### config.mk
export PLATFORM = sky130hd
export DESIGN_NAME = l3dif_top
export DESIGN_NICKNAME = d
export VERILOG_FILES = /design/src/l3dif_pkg.sv /design/src/l3dif_top.sv
export SDC_FILE = /design/constraint.sdc
export NUM_CORES = 1
export LEC_CHECK = 0
export BUFFER_PORTS_ARGS = -buffer_cell sky130_fd_sc_hd__buf_2
export CAP_MARGIN = 20
export CORE_ASPECT_RATIO = 1.4
export CORE_MARGIN = 2
export CORE_UTILIZATION = 57
export DETAILED_ROUTE_END_ITERATION = 7
export PLACE_DENSITY_LB_ADDON = 0.2
export SLEW_MARGIN = 20
export SYNTH_ARGS = -nofsm -noshare
export SYNTH_HDL_FRONTEND = slang
export SYNTH_SLANG_ARGS = --single-unit
### constraint.sdc
create_clock -name clk_i -period 3.7 [get_ports clk_i]
set_input_delay 0 -clock clk_i [delete_from_list [all_inputs] [get_ports clk_i]]
set_output_delay 0 -clock clk_i [all_outputs]
set_load 0.05 [all_outputs]
### src/l3dif_pkg.sv
// Package: constants, register map and carrier types of the layer 3 decoder host interface
package l3dif_pkg;

  // ****************************************
  // Register map (byte addresses)
  // ****************************************
  localparam int unsigned ADDR_W = 8;
  localparam logic [ADDR_W-1:0] OFS_CTRL = 8'h00;
  localparam logic [ADDR_W-1:0] OFS_STAT = 8'h04;
  localparam logic [ADDR_W-1:0] OFS_STAT2 = 8'h08;
  localparam logic [ADDR_W-1:0] OFS_STREAM = 8'h0C;
  localparam logic [ADDR_W-1:0] OFS_ANC = 8'h10;
  localparam logic [ADDR_W-1:0] OFS_VOL_L = 8'h14;
  localparam logic [ADDR_W-1:0] OFS_VOL_R = 8'h18;
  localparam logic [ADDR_W-1:0] OFS_BASS = 8'h1C;
  localparam logic [ADDR_W-1:0] OFS_MED = 8'h20;
  localparam logic [ADDR_W-1:0] OFS_TRE = 8'h24;
  localparam logic [ADDR_W-1:0] OFS_CLKDIV = 8'h28;

  typedef enum logic [3:0] {
    L3DIF_R_CTRL, L3DIF_R_STAT, L3DIF_R_STAT2, L3DIF_R_STREAM, L3DIF_R_ANC, L3DIF_R_VOL_L,
    L3DIF_R_VOL_R, L3DIF_R_BASS, L3DIF_R_MED, L3DIF_R_TRE, L3DIF_R_CLKDIV, L3DIF_R_NONE
  } l3dif_reg_t;

  // ****************************************
  // Field positions and reset values
  // ****************************************
  localparam int unsigned CTRL_EN = 7;
  localparam int unsigned CTRL_BOOST = 6;
  localparam int unsigned CTRL_CRC_PLAY = 5;
  localparam int unsigned CTRL_MSK_ANC = 4;
  localparam int unsigned CTRL_MSK_REQ = 3;
  localparam int unsigned CTRL_MSK_LAY = 2;
  localparam int unsigned CTRL_MSK_SYN = 1;
  localparam int unsigned CTRL_MSK_CRC = 0;
  localparam logic [7:0] CTRL_RST = 8'h3F;
  localparam logic VER_RST = 1'b1;
  localparam int unsigned CODE_W = 5;
  localparam int unsigned LEN_W = 11;
  localparam logic [LEN_W-1:0] FIRST_REQ_BYTES = 11'h400;
  localparam logic [1:0] RESP_OKAY = 2'h0;
  localparam logic [1:0] RESP_SLVERR = 2'h2;

  // Code meanings, used by the decoding datapath
  localparam logic [CODE_W-1:0] VOL_MUTE = 5'h00;
  localparam logic [CODE_W-1:0] VOL_FULL = 5'h1F;
  localparam logic [1:0] FS_RESERVED = 2'h3;
  localparam int unsigned EQ_BASS_TOP_HZ = 750;
  localparam int unsigned EQ_TREBLE_LOW_HZ = 3300;
  localparam int unsigned BOOST_TOP_HZ = 375;
  localparam int unsigned BOOST_GAIN_DB = 9;

  // ****************************************
  // Carriers
  // ****************************************
  typedef struct packed {
    logic awvalid;
    logic [ADDR_W-1:0] awaddr;
    logic wvalid;
    logic [31:0] wdata;
    logic [3:0] wstrb;
    logic bready;
    logic arvalid;
    logic [ADDR_W-1:0] araddr;
    logic rready;
  } l3dif_axi_m2s_t;

  typedef struct packed {
    logic awready;
    logic wready;
    logic bvalid;
    logic [1:0] bresp;
    logic arready;
    logic rvalid;
    logic [31:0] rdata;
    logic [1:0] rresp;
  } l3dif_axi_s2m_t;

  typedef struct packed {
    logic need;
    logic [LEN_W-1:0] need_len;
    logic hdr_valid;
    logic hdr_ver;
    logic [1:0] hdr_fs;
    logic lay_err;
    logic syn_err;
    logic crc_err;
    logic anc_valid;
    logic [7:0] anc_byte;
  } l3dif_core_in_t;

  typedef struct packed {
    logic byte_valid;
    logic [7:0] byte_data;
    logic go;
    logic skip;
    logic dclk_tick;
    logic anc_ready;
  } l3dif_core_out_t;

  typedef struct packed {
    logic [CODE_W-1:0] vol_l;
    logic [CODE_W-1:0] vol_r;
    logic [CODE_W-1:0] bass;
    logic [CODE_W-1:0] med;
    logic [CODE_W-1:0] tre;
    logic boost;
  } l3dif_audio_t;

endpackage

### src/l3dif_top.sv
// Host-side control and status logic of the layer 3 audio decoder
//
// Notes on behaviour
// - Decoding of a frame waits until the whole frame is loaded.
// - A data request sets data and frame request flags.
// - Frame request flag holds while requesting, clears when done, sets again later.
// - Byte request flag toggles on every stream byte write.
// - First request after enable asks for a full buffer of bytes.
// - Decoder clock is the fast clock divided by the 5-bit factor plus one.
// - Each channel has a 5-bit volume code, zero mutes, all ones 0 dB.
// - Equalizer bands split at 750 Hz and 3300 Hz.
// - Each band has a 5-bit gain code from minus infinity to +1.5 dB.
// - Bass boost adds 9 dB below 375 Hz when enabled.
// - Unsupported layer in a header sets the layer error flag.
// - Missing synchronisation pattern sets the sync error flag.
// - Checksum mismatch sets the CRC error flag; play enable picks play or skip.
// - Version bit and 2-bit rate code report the sampling rate.
// - Ancillary flag is set while the ancillary buffer is not empty.
// - Five interrupt sources, each with its own mask bit.
// - Reading main status clears the three error flags only.
// - Hardware clears data request and ancillary flags when their cause ends.
// - Play enable set plays a corrupted frame, clear skips it.
// - A set mask bit keeps its flag off the interrupt.
// - The decoder runs only while the enable bit is set.
//
// The AXI4-Lite slave port and the register offsets are this design's own decisions.
`timescale 1ns/10ps

module l3dif_top #(
  parameter int unsigned ANC_DEPTH = 16
) (
  input wire logic clk_i,
  input wire logic rst_b_i,
  input wire l3dif_pkg::l3dif_axi_m2s_t axi_i,
  output l3dif_pkg::l3dif_axi_s2m_t axi_o,
  input wire l3dif_pkg::l3dif_core_in_t core_i,
  output l3dif_pkg::l3dif_core_out_t core_o,
  output l3dif_pkg::l3dif_audio_t audio_o,
  output logic irq_o
);
  import l3dif_pkg::*;

  // ****************************************
  // Sizes and state
  // ****************************************
  // Count is one bit wider than the pointers to tell full from empty
  localparam int unsigned PTR_W = (ANC_DEPTH > 1) ? $clog2(ANC_DEPTH) : 1;
  localparam int unsigned CNT_W = $clog2(ANC_DEPTH + 1);
  localparam logic [CNT_W-1:0] ANC_FULL = CNT_W'(ANC_DEPTH);
  localparam logic [PTR_W-1:0] PTR_LAST = PTR_W'(ANC_DEPTH - 1);

  typedef struct packed {
    l3dif_axi_s2m_t axi;
    l3dif_core_out_t core;
    l3dif_audio_t audio;
    logic irq;
    logic [7:0] ctrl;
    logic [CODE_W-1:0] clk_div;
    logic aw_have;
    logic [ADDR_W-1:0] aw_addr;
    logic w_have;
    logic [7:0] w_byte;
    logic w_lane;
    logic en_prev;
    logic [LEN_W-1:0] remaining;
    logic loaded;
    logic data_req;
    logic frame_req;
    logic byte_req;
    logic lay_err;
    logic syn_err;
    logic crc_err;
    logic ver;
    logic [1:0] fs;
    logic anc_flag;
    logic [PTR_W-1:0] anc_wr;
    logic [PTR_W-1:0] anc_rd;
    logic [CNT_W-1:0] anc_cnt;
    logic [CODE_W-1:0] div_cnt;
  } l3dif_state_t;
  // All state but the ancillary storage in one record: one comb fill, one register

  // ****************************************
  // Address decode
  // ****************************************
  function automatic l3dif_reg_t l3dif_sel(input logic [ADDR_W-1:0] a);
    l3dif_reg_t r;
    if (a == OFS_CTRL) begin
      r = L3DIF_R_CTRL;
    end else if (a == OFS_STAT) begin
      r = L3DIF_R_STAT;
    end else if (a == OFS_STAT2) begin
      r = L3DIF_R_STAT2;
    end else if (a == OFS_STREAM) begin
      r = L3DIF_R_STREAM;
    end else if (a == OFS_ANC) begin
      r = L3DIF_R_ANC;
    end else if (a == OFS_VOL_L) begin
      r = L3DIF_R_VOL_L;
    end else if (a == OFS_VOL_R) begin
      r = L3DIF_R_VOL_R;
    end else if (a == OFS_BASS) begin
      r = L3DIF_R_BASS;
    end else if (a == OFS_MED) begin
      r = L3DIF_R_MED;
    end else if (a == OFS_TRE) begin
      r = L3DIF_R_TRE;
    end else if (a == OFS_CLKDIV) begin
      r = L3DIF_R_CLKDIV;
    end else begin
      r = L3DIF_R_NONE;
    end
    return r;
  endfunction

  l3dif_state_t q;
  l3dif_state_t d;
  // Ancillary bytes; the buffer is small, so a plain array
  logic [7:0] anc_mem [ANC_DEPTH];
  logic anc_push;
  logic anc_pop;
  logic stat_rd;
  logic en;
  l3dif_reg_t wsel;
  l3dif_reg_t rsel;
  logic [4:0] flags;
  logic [4:0] masks;

  // ****************************************
  // Next-state logic
  // ****************************************
  always_comb begin
    d = q;
    anc_push = 1'b0;
    anc_pop = 1'b0;
    stat_rd = 1'b0;
    en = q.ctrl[CTRL_EN];
    wsel = l3dif_sel(q.aw_addr);
    rsel = l3dif_sel(axi_i.araddr);
    d.core.byte_valid = 1'b0;
    d.core.skip = 1'b0;
    d.core.dclk_tick = 1'b0;

    // ****************************************
    // Write channel
    // ****************************************
    // Address and data taken in either order
    if (axi_i.awvalid && q.axi.awready) begin
      d.aw_have = 1'b1;
      d.aw_addr = axi_i.awaddr;
    end
    if (axi_i.wvalid && q.axi.wready) begin
      // Only byte lane 0 carries a register
      d.w_have = 1'b1;
      d.w_byte = axi_i.wdata[7:0];
      d.w_lane = axi_i.wstrb[0];
    end
    if (axi_i.bready && q.axi.bvalid) begin
      d.axi.bvalid = 1'b0;
    end
    // Commit only once both halves are held and no answer is pending
    if (q.aw_have && q.w_have && !q.axi.bvalid) begin
      d.aw_have = 1'b0;
      d.w_have = 1'b0;
      d.axi.bvalid = 1'b1;
      d.axi.bresp = RESP_OKAY;
      if (wsel == L3DIF_R_NONE) begin
        // Unmapped: error answer, nothing written
        d.axi.bresp = RESP_SLVERR;
      end else if (q.w_lane) begin
        if (wsel == L3DIF_R_CTRL) begin
          d.ctrl = q.w_byte;
        end else if (wsel == L3DIF_R_STREAM) begin
          d.byte_req = ~q.byte_req;
          if (en) begin
            d.core.byte_valid = 1'b1;
            d.core.byte_data = q.w_byte;
            if (q.remaining != '0) begin
              d.remaining = q.remaining - LEN_W'(1);
              d.loaded = (q.remaining == LEN_W'(1));
            end
          end
        end else if (wsel == L3DIF_R_VOL_L) begin
          d.audio.vol_l = q.w_byte[CODE_W-1:0];
        end else if (wsel == L3DIF_R_VOL_R) begin
          d.audio.vol_r = q.w_byte[CODE_W-1:0];
        end else if (wsel == L3DIF_R_BASS) begin
          d.audio.bass = q.w_byte[CODE_W-1:0];
        end else if (wsel == L3DIF_R_MED) begin
          d.audio.med = q.w_byte[CODE_W-1:0];
        end else if (wsel == L3DIF_R_TRE) begin
          d.audio.tre = q.w_byte[CODE_W-1:0];
        end else if (wsel == L3DIF_R_CLKDIV) begin
          d.clk_div = q.w_byte[CODE_W-1:0];
        end
      end
    end

    // ****************************************
    // Read channel
    // ****************************************
    // The answer holds the value before any side effect
    if (axi_i.rready && q.axi.rvalid) begin
      d.axi.rvalid = 1'b0;
    end
    if (axi_i.arvalid && q.axi.arready) begin
      d.axi.rvalid = 1'b1;
      d.axi.rresp = RESP_OKAY;
      d.axi.rdata = '0;
      if (rsel == L3DIF_R_CTRL) begin
        d.axi.rdata[7:0] = q.ctrl;
      end else if (rsel == L3DIF_R_STAT) begin
        d.axi.rdata[7] = q.anc_flag;
        d.axi.rdata[6] = q.data_req;
        d.axi.rdata[5] = q.lay_err;
        d.axi.rdata[4] = q.syn_err;
        d.axi.rdata[3] = q.crc_err;
        d.axi.rdata[2:1] = q.fs;
        d.axi.rdata[0] = q.ver;
        stat_rd = 1'b1;
      end else if (rsel == L3DIF_R_STAT2) begin
        d.axi.rdata[4] = q.frame_req;
        d.axi.rdata[3] = q.byte_req;
      end else if (rsel == L3DIF_R_ANC) begin
        d.axi.rdata[7:0] = anc_mem[q.anc_rd];
        anc_pop = (q.anc_cnt != '0);
      end else if (rsel == L3DIF_R_VOL_L) begin
        d.axi.rdata[CODE_W-1:0] = q.audio.vol_l;
      end else if (rsel == L3DIF_R_VOL_R) begin
        d.axi.rdata[CODE_W-1:0] = q.audio.vol_r;
      end else if (rsel == L3DIF_R_BASS) begin
        d.axi.rdata[CODE_W-1:0] = q.audio.bass;
      end else if (rsel == L3DIF_R_MED) begin
        d.axi.rdata[CODE_W-1:0] = q.audio.med;
      end else if (rsel == L3DIF_R_TRE) begin
        d.axi.rdata[CODE_W-1:0] = q.audio.tre;
      end else if (rsel == L3DIF_R_CLKDIV) begin
        d.axi.rdata[CODE_W-1:0] = q.clk_div;
      end else if (rsel == L3DIF_R_NONE) begin
        // Unmapped: error answer, zero data
        d.axi.rresp = RESP_SLVERR;
      end
    end

    // ****************************************
    // Load handshake
    // ****************************************
    // A new need is ignored while a load is still pending
    d.en_prev = en;
    if (!en) begin
      d.remaining = '0;
      d.loaded = 1'b0;
    end else if (!q.en_prev) begin
      d.remaining = FIRST_REQ_BYTES;
      d.loaded = 1'b0;
    end else if (core_i.need && q.remaining == '0) begin
      d.remaining = core_i.need_len;
      d.loaded = 1'b0;
    end
    // Data request equals frame request; only hardware clears it
    d.frame_req = (d.remaining != '0);
    d.data_req = (d.remaining != '0);
    d.core.go = en && d.loaded;

    // ****************************************
    // Error flags
    // ****************************************
    // The read clears first so a same-cycle event still sets
    if (stat_rd) begin
      d.lay_err = 1'b0;
      d.syn_err = 1'b0;
      d.crc_err = 1'b0;
    end
    // Events count only while enabled
    if (en) begin
      d.lay_err = d.lay_err | core_i.lay_err;
      d.syn_err = d.syn_err | core_i.syn_err;
      d.crc_err = d.crc_err | core_i.crc_err;
      d.core.skip = core_i.crc_err && !q.ctrl[CTRL_CRC_PLAY];
      if (core_i.hdr_valid) begin
        d.ver = core_i.hdr_ver;
        d.fs = core_i.hdr_fs;
      end
    end

    // ****************************************
    // Ancillary buffer
    // ****************************************
    // A read of an empty buffer pops nothing; its data are stale
    anc_push = core_i.anc_valid && q.core.anc_ready;
    if (anc_push) begin
      d.anc_wr = (q.anc_wr == PTR_LAST) ? '0 : q.anc_wr + PTR_W'(1);
    end
    if (anc_pop) begin
      d.anc_rd = (q.anc_rd == PTR_LAST) ? '0 : q.anc_rd + PTR_W'(1);
    end
    if (anc_push && !anc_pop) begin
      d.anc_cnt = q.anc_cnt + CNT_W'(1);
    end else if (anc_pop && !anc_push) begin
      d.anc_cnt = q.anc_cnt - CNT_W'(1);
    end
    d.anc_flag = (d.anc_cnt != '0);
    // Ready is registered, so one slot is kept back for a push already in flight
    d.core.anc_ready = (d.anc_cnt < ANC_FULL - CNT_W'(1)) || (d.anc_cnt == '0);

    // ****************************************
    // Decoder clock divider
    // ****************************************
    // A tick enable, not a new clock: the block stays on one clock
    if (!en || q.div_cnt >= q.clk_div) begin
      d.div_cnt = '0;
      d.core.dclk_tick = en;
    end else begin
      d.div_cnt = q.div_cnt + CODE_W'(1);
    end


    // ****************************************
    // Audio settings and interrupt
    // ****************************************
    d.audio.boost = d.ctrl[CTRL_BOOST];
    flags[0] = d.crc_err;
    flags[1] = d.syn_err;
    flags[2] = d.lay_err;
    flags[3] = d.data_req;
    flags[4] = d.anc_flag;
    masks[0] = d.ctrl[CTRL_MSK_CRC];
    masks[1] = d.ctrl[CTRL_MSK_SYN];
    masks[2] = d.ctrl[CTRL_MSK_LAY];
    masks[3] = d.ctrl[CTRL_MSK_REQ];
    masks[4] = d.ctrl[CTRL_MSK_ANC];
    d.irq = |(flags & ~masks);

    // Readies drop while a request is held, which refuses a second one
    d.axi.awready = !d.aw_have && !d.axi.bvalid;
    d.axi.wready = !d.w_have && !d.axi.bvalid;
    d.axi.arready = !d.axi.rvalid;
  end

  // ****************************************
  // State registers
  // ****************************************
  always_ff @(posedge clk_i) begin
    if (!rst_b_i) begin
      q <= '0;
      q.ctrl <= CTRL_RST;
      q.ver <= VER_RST;
    end else begin
      q <= d;
    end
  end

  // ****************************************
  // Ancillary storage
  // ****************************************
  // Storage only; pointers and count live in the state
  always_ff @(posedge clk_i) begin
    if (anc_push) begin
      anc_mem[q.anc_wr] <= core_i.anc_byte;
    end
  end

  // ****************************************
  // Outputs
  // ****************************************
  // Every output is a register copy; no logic after the flops
  assign axi_o = q.axi;
  assign core_o = q.core;
  assign audio_o = q.audio;
  assign irq_o = q.irq;

endmodule
# == Word-level counts from Yosys, hierarchy flattened ==
# Memory sizes are Yosys's and may differ from the RTL's. A register that Yosys moved wholly into a read port is not among the register bits.
# Cells that the tools add are included.
# word_totals
ff_bits,129
ram_bits,128
inputBits,87
output_inout_bits,81
n_memories,1
# memory_table
name,depth,width,rd,rd_clocked_by_memory_dff,wr,line,source
anc_mem,16,8,1,1,1,l3dif_top.sv:119,logic [7:0] anc_mem [ANC_DEPTH];
# classes
n_addsub,6
order_cmp,2
eq_ne,41
mux,94
n_bitwise,17
n_reduce_logical,51
# ops
operator,n
12-bit 2-to-1 mux,11
5-bit 2-to-1 mux,18
4-bit 2-to-1 mux,20
"8-bit by 5-bit equality test with 1-bit output, second input constant",8
"8-bit by 6-bit equality test with 1-bit output, second input constant",6
"4-bit equality test, second input constant",10
35-bit 2-to-1 mux,1
"8-bit by 4-bit equality test with 1-bit output, second input constant",4
2-bit 2-to-1 mux,16
"4-bit by 3-bit equality test with 1-bit output, second input constant",7
11-bit nonzero test,2
9-bit 2-to-1 mux,2
"8-bit by 3-bit equality test with 1-bit output, second input constant",2
8-bit zero test,2
8-bit 2-to-1 mux,2
1-bit logical AND,15
1-bit 2-to-1 mux,15
3-bit 2-to-1 mux,5
13-bit 2-to-1 mux,1
1-bit NOT,12
6-bit AND reduction,2
"11-bit by 1-bit equality test with 1-bit output, second input constant",1
11-bit zero test,1
11-bit AND reduction,1
29 further kinds,47

# == Longest topological paths before layout ==
# logic_depth
ltp_word,27
ltp_mapped,10
mapped_depth_nobuf,10

# == Worst setup path before layout ==
# Ideal clock, no wire load.
# synth_path
kind,register to register
from,register q[29] (netlist name)
to,register q[26] (netlist name)
setup_ns,0.115
t_arrival_ns,2.836
required_ns,3.585
setup_slack_ns,0.749
stages_incl_launch_ff,11
n_path_buf,0
synth_period_minus_slack_ns,2.951
path_cell_list,dfxtp_1 inv_1 ha_1 or4b_2 nor4_1 a32o_1 a21oi_1 o41ai_1 o211ai_1 or4_1 and2_1
# synth_via
elab_chain_cells,11
elab_cells_between_ends,14
# synth_lines
item,line,source
from (decl),l3dif_top.sv:116,l3dif_state_t q;
11-bit by 1-bit subtractor with 11-bit output / 11-bit nonzero test (equally long branches),"l3dif_top.sv:179, l3dif_top.sv:178",
12-bit 2-to-1 mux,l3dif_top.sv:178,if (q.remaining != '0) begin
12-bit 2-to-1 mux,l3dif_top.sv:173,end else if (wsel == L3DIF_R_STREAM) begin
12-bit 2-to-1 mux,l3dif_top.sv:171,if (wsel == L3DIF_R_CTRL) begin
12-bit 2-to-1 mux,l3dif_top.sv:170,end else if (q.w_lane) begin
12-bit 2-to-1 mux,l3dif_top.sv:167,if (wsel == L3DIF_R_NONE) begin
12-bit 2-to-1 mux,l3dif_top.sv:162,if (q.aw_have && q.w_have && !q.axi.bvalid) begin
12-bit 2-to-1 mux *,l3dif_top.sv:256,end else if (core_i.need && q.remaining == '0) begin
12-bit 2-to-1 mux *,l3dif_top.sv:253,end else if (!q.en_prev) begin
12-bit 2-to-1 mux *,l3dif_top.sv:250,if (!en) begin
11-bit nonzero test *,l3dif_top.sv:261,d.frame_req = (d.remaining != '0);
# Every way passes the cells marked *; elsewhere a longest branch is shown, timed or not.
# A chain may end at the register's enable or synchronous reset.

# == Worst setup path after layout ==
# Same ends and word-level chain as after synthesis.

==> summary.md <==
| Metric | Value |
|---|---|
| Top-count cell post-synth | dfxtp_1 |
| Place WS | 0.533 ns |
| Unrepaired setup endpoints after global routing | false |
| Final WL | approximately 26 mm |
| Power per cell area | around 440 nW/µm² |
| Post-synthesis sequential area ratio | between 50% and 60% |
| Post-synth EDFFs | roughly 130 |
| Critical Path End Type | register |
| Req. time, crit path | 4.11 ns |
| CTS Buffer Depth | 3 |
| Dpl cell area | ~12,000 µm² |
| Fill count | approximately 1,500 |
| Layout Skew | about 0.019 ns |
| Static Leak | 5.02 nW |
| Final Hold Vio Count | 0 |
| Synth Register Bits | 257 |
| Leading area contributor after synthesis | edfxtp_1 |
| Die Area | 21,500 µm² |
| Warnings, synthesis | 0 |
| Starting density of the core | 58.3% |
| Core ar. | about 20,000 µm² |
| GR Util All Layers | between 20% and 30% |
| Final nets | roughly 1,200 |
| Setup ws final | about 0.50 ns |
| Initial antenna violation count | 0 |
| F_max | approximately 310 MHz |
| Vias in the first global route | 8,084 |
| Root buf cell | clkbuf_16 |
| Worst VDD drop | 431 µV |
| CTS sink count | between 200 and 300 |
| GR Overflow Total | 0 |
| HPWL Detailed | between 15 and 20 mm |
| # IOs | around 170 |
| Compound-Gate Fraction of Synth Area | 8.14% |
| H-tree levels | 1 |
| Area grow syn2layout | 16.3% |
| Synth Cell Area | ~12,000 µm² |
| N_diodes | 0 |
| # rows | between 60 and 70 |
| First-pass GRT wire length | around 42 mm |
| Post-synthesis xor/xnor area fraction | 1.14% |
| Total chip power | 5.91 mW |
| Post-synthesis cell type count | 67 |
| Chip height | 173 µm |
| Port bufs | about 110 |
| Largest family of logic cells by synthesized area | simple AND/OR/NAND/NOR gates |
| Tmin final | around 3.2 ns |
| Max Cap Viol | 0 |
| Vias per cell | 5.57 |
| Vias | 7,746 |
| Adder-Cell Fraction of Synth Area | under 10% |
| Violation count after the first detailed-route iteration | around 540 |
| Post_cts resized | 0 |
| # setup viols final | 0 |
| Crit path DAT | roughly 3.6 ns |
| Crit Path Class | reg -> reg |
| Slew Viols, Final | 0 |
| Async set or reset register ratio after synthesis | 0% |
| Setup TNS | 0 ns |
| Die width | around 120 µm |
| Largest cells by area after synthesis | edfxtp_1 33%, dfxtp_1 22%, mux4_2 7.8%, buf_4 5.2%, nand2_1 3.7% |
| WL per Instance | around 19 µm |
| Multi-input gate area | approximately 4400 µm² |
| Clock Latency Late Sink | around 0.53 ns |
| Fin crit share | 86.4% |
| FF+latch area | ~6400 µm² |
| Critical path peak fanout | 10 |
| Clock transition at the registers of the reported paths | roughly 0.060 ns |
| CP startpoint kind | register |
| Layout cell share with drive strength beyond 1 | approximately a fifth |
| Drc violations | 0 |
| Multiplexer share of the synthesized area | 11.5% |
| Slew @ Worst Pin | ~0.95 ns |
| Post-synth top area share | between 30% and 40% |
| Hold Crit Class | in -> reg |
| Status | complete, no violations |
| TritonCTS buffer count | 25 |
| Commonest cells in the netlist | 129 x dfxtp_1, 128 x edfxtp_1, 114 x nand2_1 |
| Largest net degree at the start of global routing | a little under 50 |
| Synthesized area per cell | 11.7 µm² |
| Clock tree from TritonCTS | done |
| Pre-antenna DRT Iters | 5 |
| Cells after Synth | 985 |
| Top FF cell, synth | dfxtp_1 |
| Post-synthesis simple-gate area fraction | 14.8% |
| Design Area, Final | 13,400 µm² |
| Routability cong. | approximately 0.96 |
| Slew HR | 35.8% |
| DRT antenna net count | 0 |
==> cells by family after synthesis <==
group / Yosys count
compound gates: 144
other cells: 1
mux: 82
simple gates: 331
flops: 257
buf+inv: 140
fa+ha+maj: 15
xor+xnor: 15
==> critical path: stages, from the launching register on <==
cell and delay [ns]:
dfxtp_1 0.35, inv_1 0.09, ha_1 0.24, nor4b_1 0.34, nand3_1 0.38, nand3_1 0.25, o21ai_0 0.14, o41ai_1 0.48
o211ai_1 0.20, or4_1 0.48, and2_1 0.16
==> routing by layer <==
metal  GRT usage, %  part of all wire [%]  vias to the layer above
met5              0                     0                        -
met4           10.7                   4.2                        0
met3           2.80                   4.1                       77
met2           44.3                    53                      225
met1           28.2                    38                     3730
li1               -                     -                     3714
==> placed cells by master, fill, tap and decap left out, drive strengths merged, types with 6 or more instances in the layout <==
cell	Yosys	final
xnor2	8	8
a221oi	8	8
or4	7	7
nor4	10	10
nand2	114	114
buf	86	137
inv	15	16
dlygate4sd3	0	71
nand2b	10	10
nor3	20	20
clkbuf	39	26
nor2b	37	37
nand4	6	6
ha	15	15
nand3	18	18
o21ai	36	36
mux4	40	40
a21oi	33	33
and2	27	27
mux2i	39	39
a21boi	36	36
nor2	53	53
edfxtp	128	128
conb	1	26
clkinv	0	11
dfxtp	129	129
xor2	7	7
==> registers in the layout (all words and copies together), names as in the netlist, named ones only <==
name and count:
core_o 13, axi_o 15, anc_mem 128, audio_o 26, q 69, d 1, irq_o 1
==> power breakdown <==
group	switching [mW]	leakage [nW]	internal (mW)
sequential	0.0332	2.20	3.02
clock	1.05	0.383	1.44
combinational	0.242	2.44	0.140
total	1.32	5.02	4.59
==> cell type report <==
| class | count | area share [%] |
|---|---|---|
| clock buffer | 26 | 4.68 |
| clock inverter | 19 | 1.23 |
| inverter | 15 | 0.419 |
| multi-input combinational | 613 | 32.7 |
| sequential | 257 | 47.8 |
| tap | 252 | 2.35 |
| timing repair buffer | 208 | 10.8 |
==> final timing paths <==
check / to / slack (ns) / startpoint / cells past startpoint
min: axi_o[35]$_SDFF_PN0_ / 0.02 / axi_i[9] / 4
max: q[26]$_SDFF_PN0_ / 0.50 / q[29]$_SDFF_PN0_ / 10
min reg2reg: core_o[10]$_SDFFE_PN0P_ / 0.46 / core_o[10]$_SDFFE_PN0P_ / 2
max reg2reg: q[26]$_SDFF_PN0_ / 0.50 / q[29]$_SDFF_PN0_ / 10
==> metrics by stage <==
step / hold slack (ns) / utilization, % / cells
after global placement: 0.252 / 60.1 / 1274
after global routing: 0.0388 / 67.7 / 1390
final: 0.0214 / 67.7 / 1390
after floorplan: 0.0989 / - / 1010
after detailed placement: 0.257 / 60.1 / 1274
after CTS: 0.00534 / 67.7 / 1390
==> timing repair <==
item | 4_1_cts | 5_1_grt
buffers inserted | 0 | 0
hold buffers | 71 | 0
hold endpoints to repair | 174 | 0
Power figures use the tool's default switching activity.
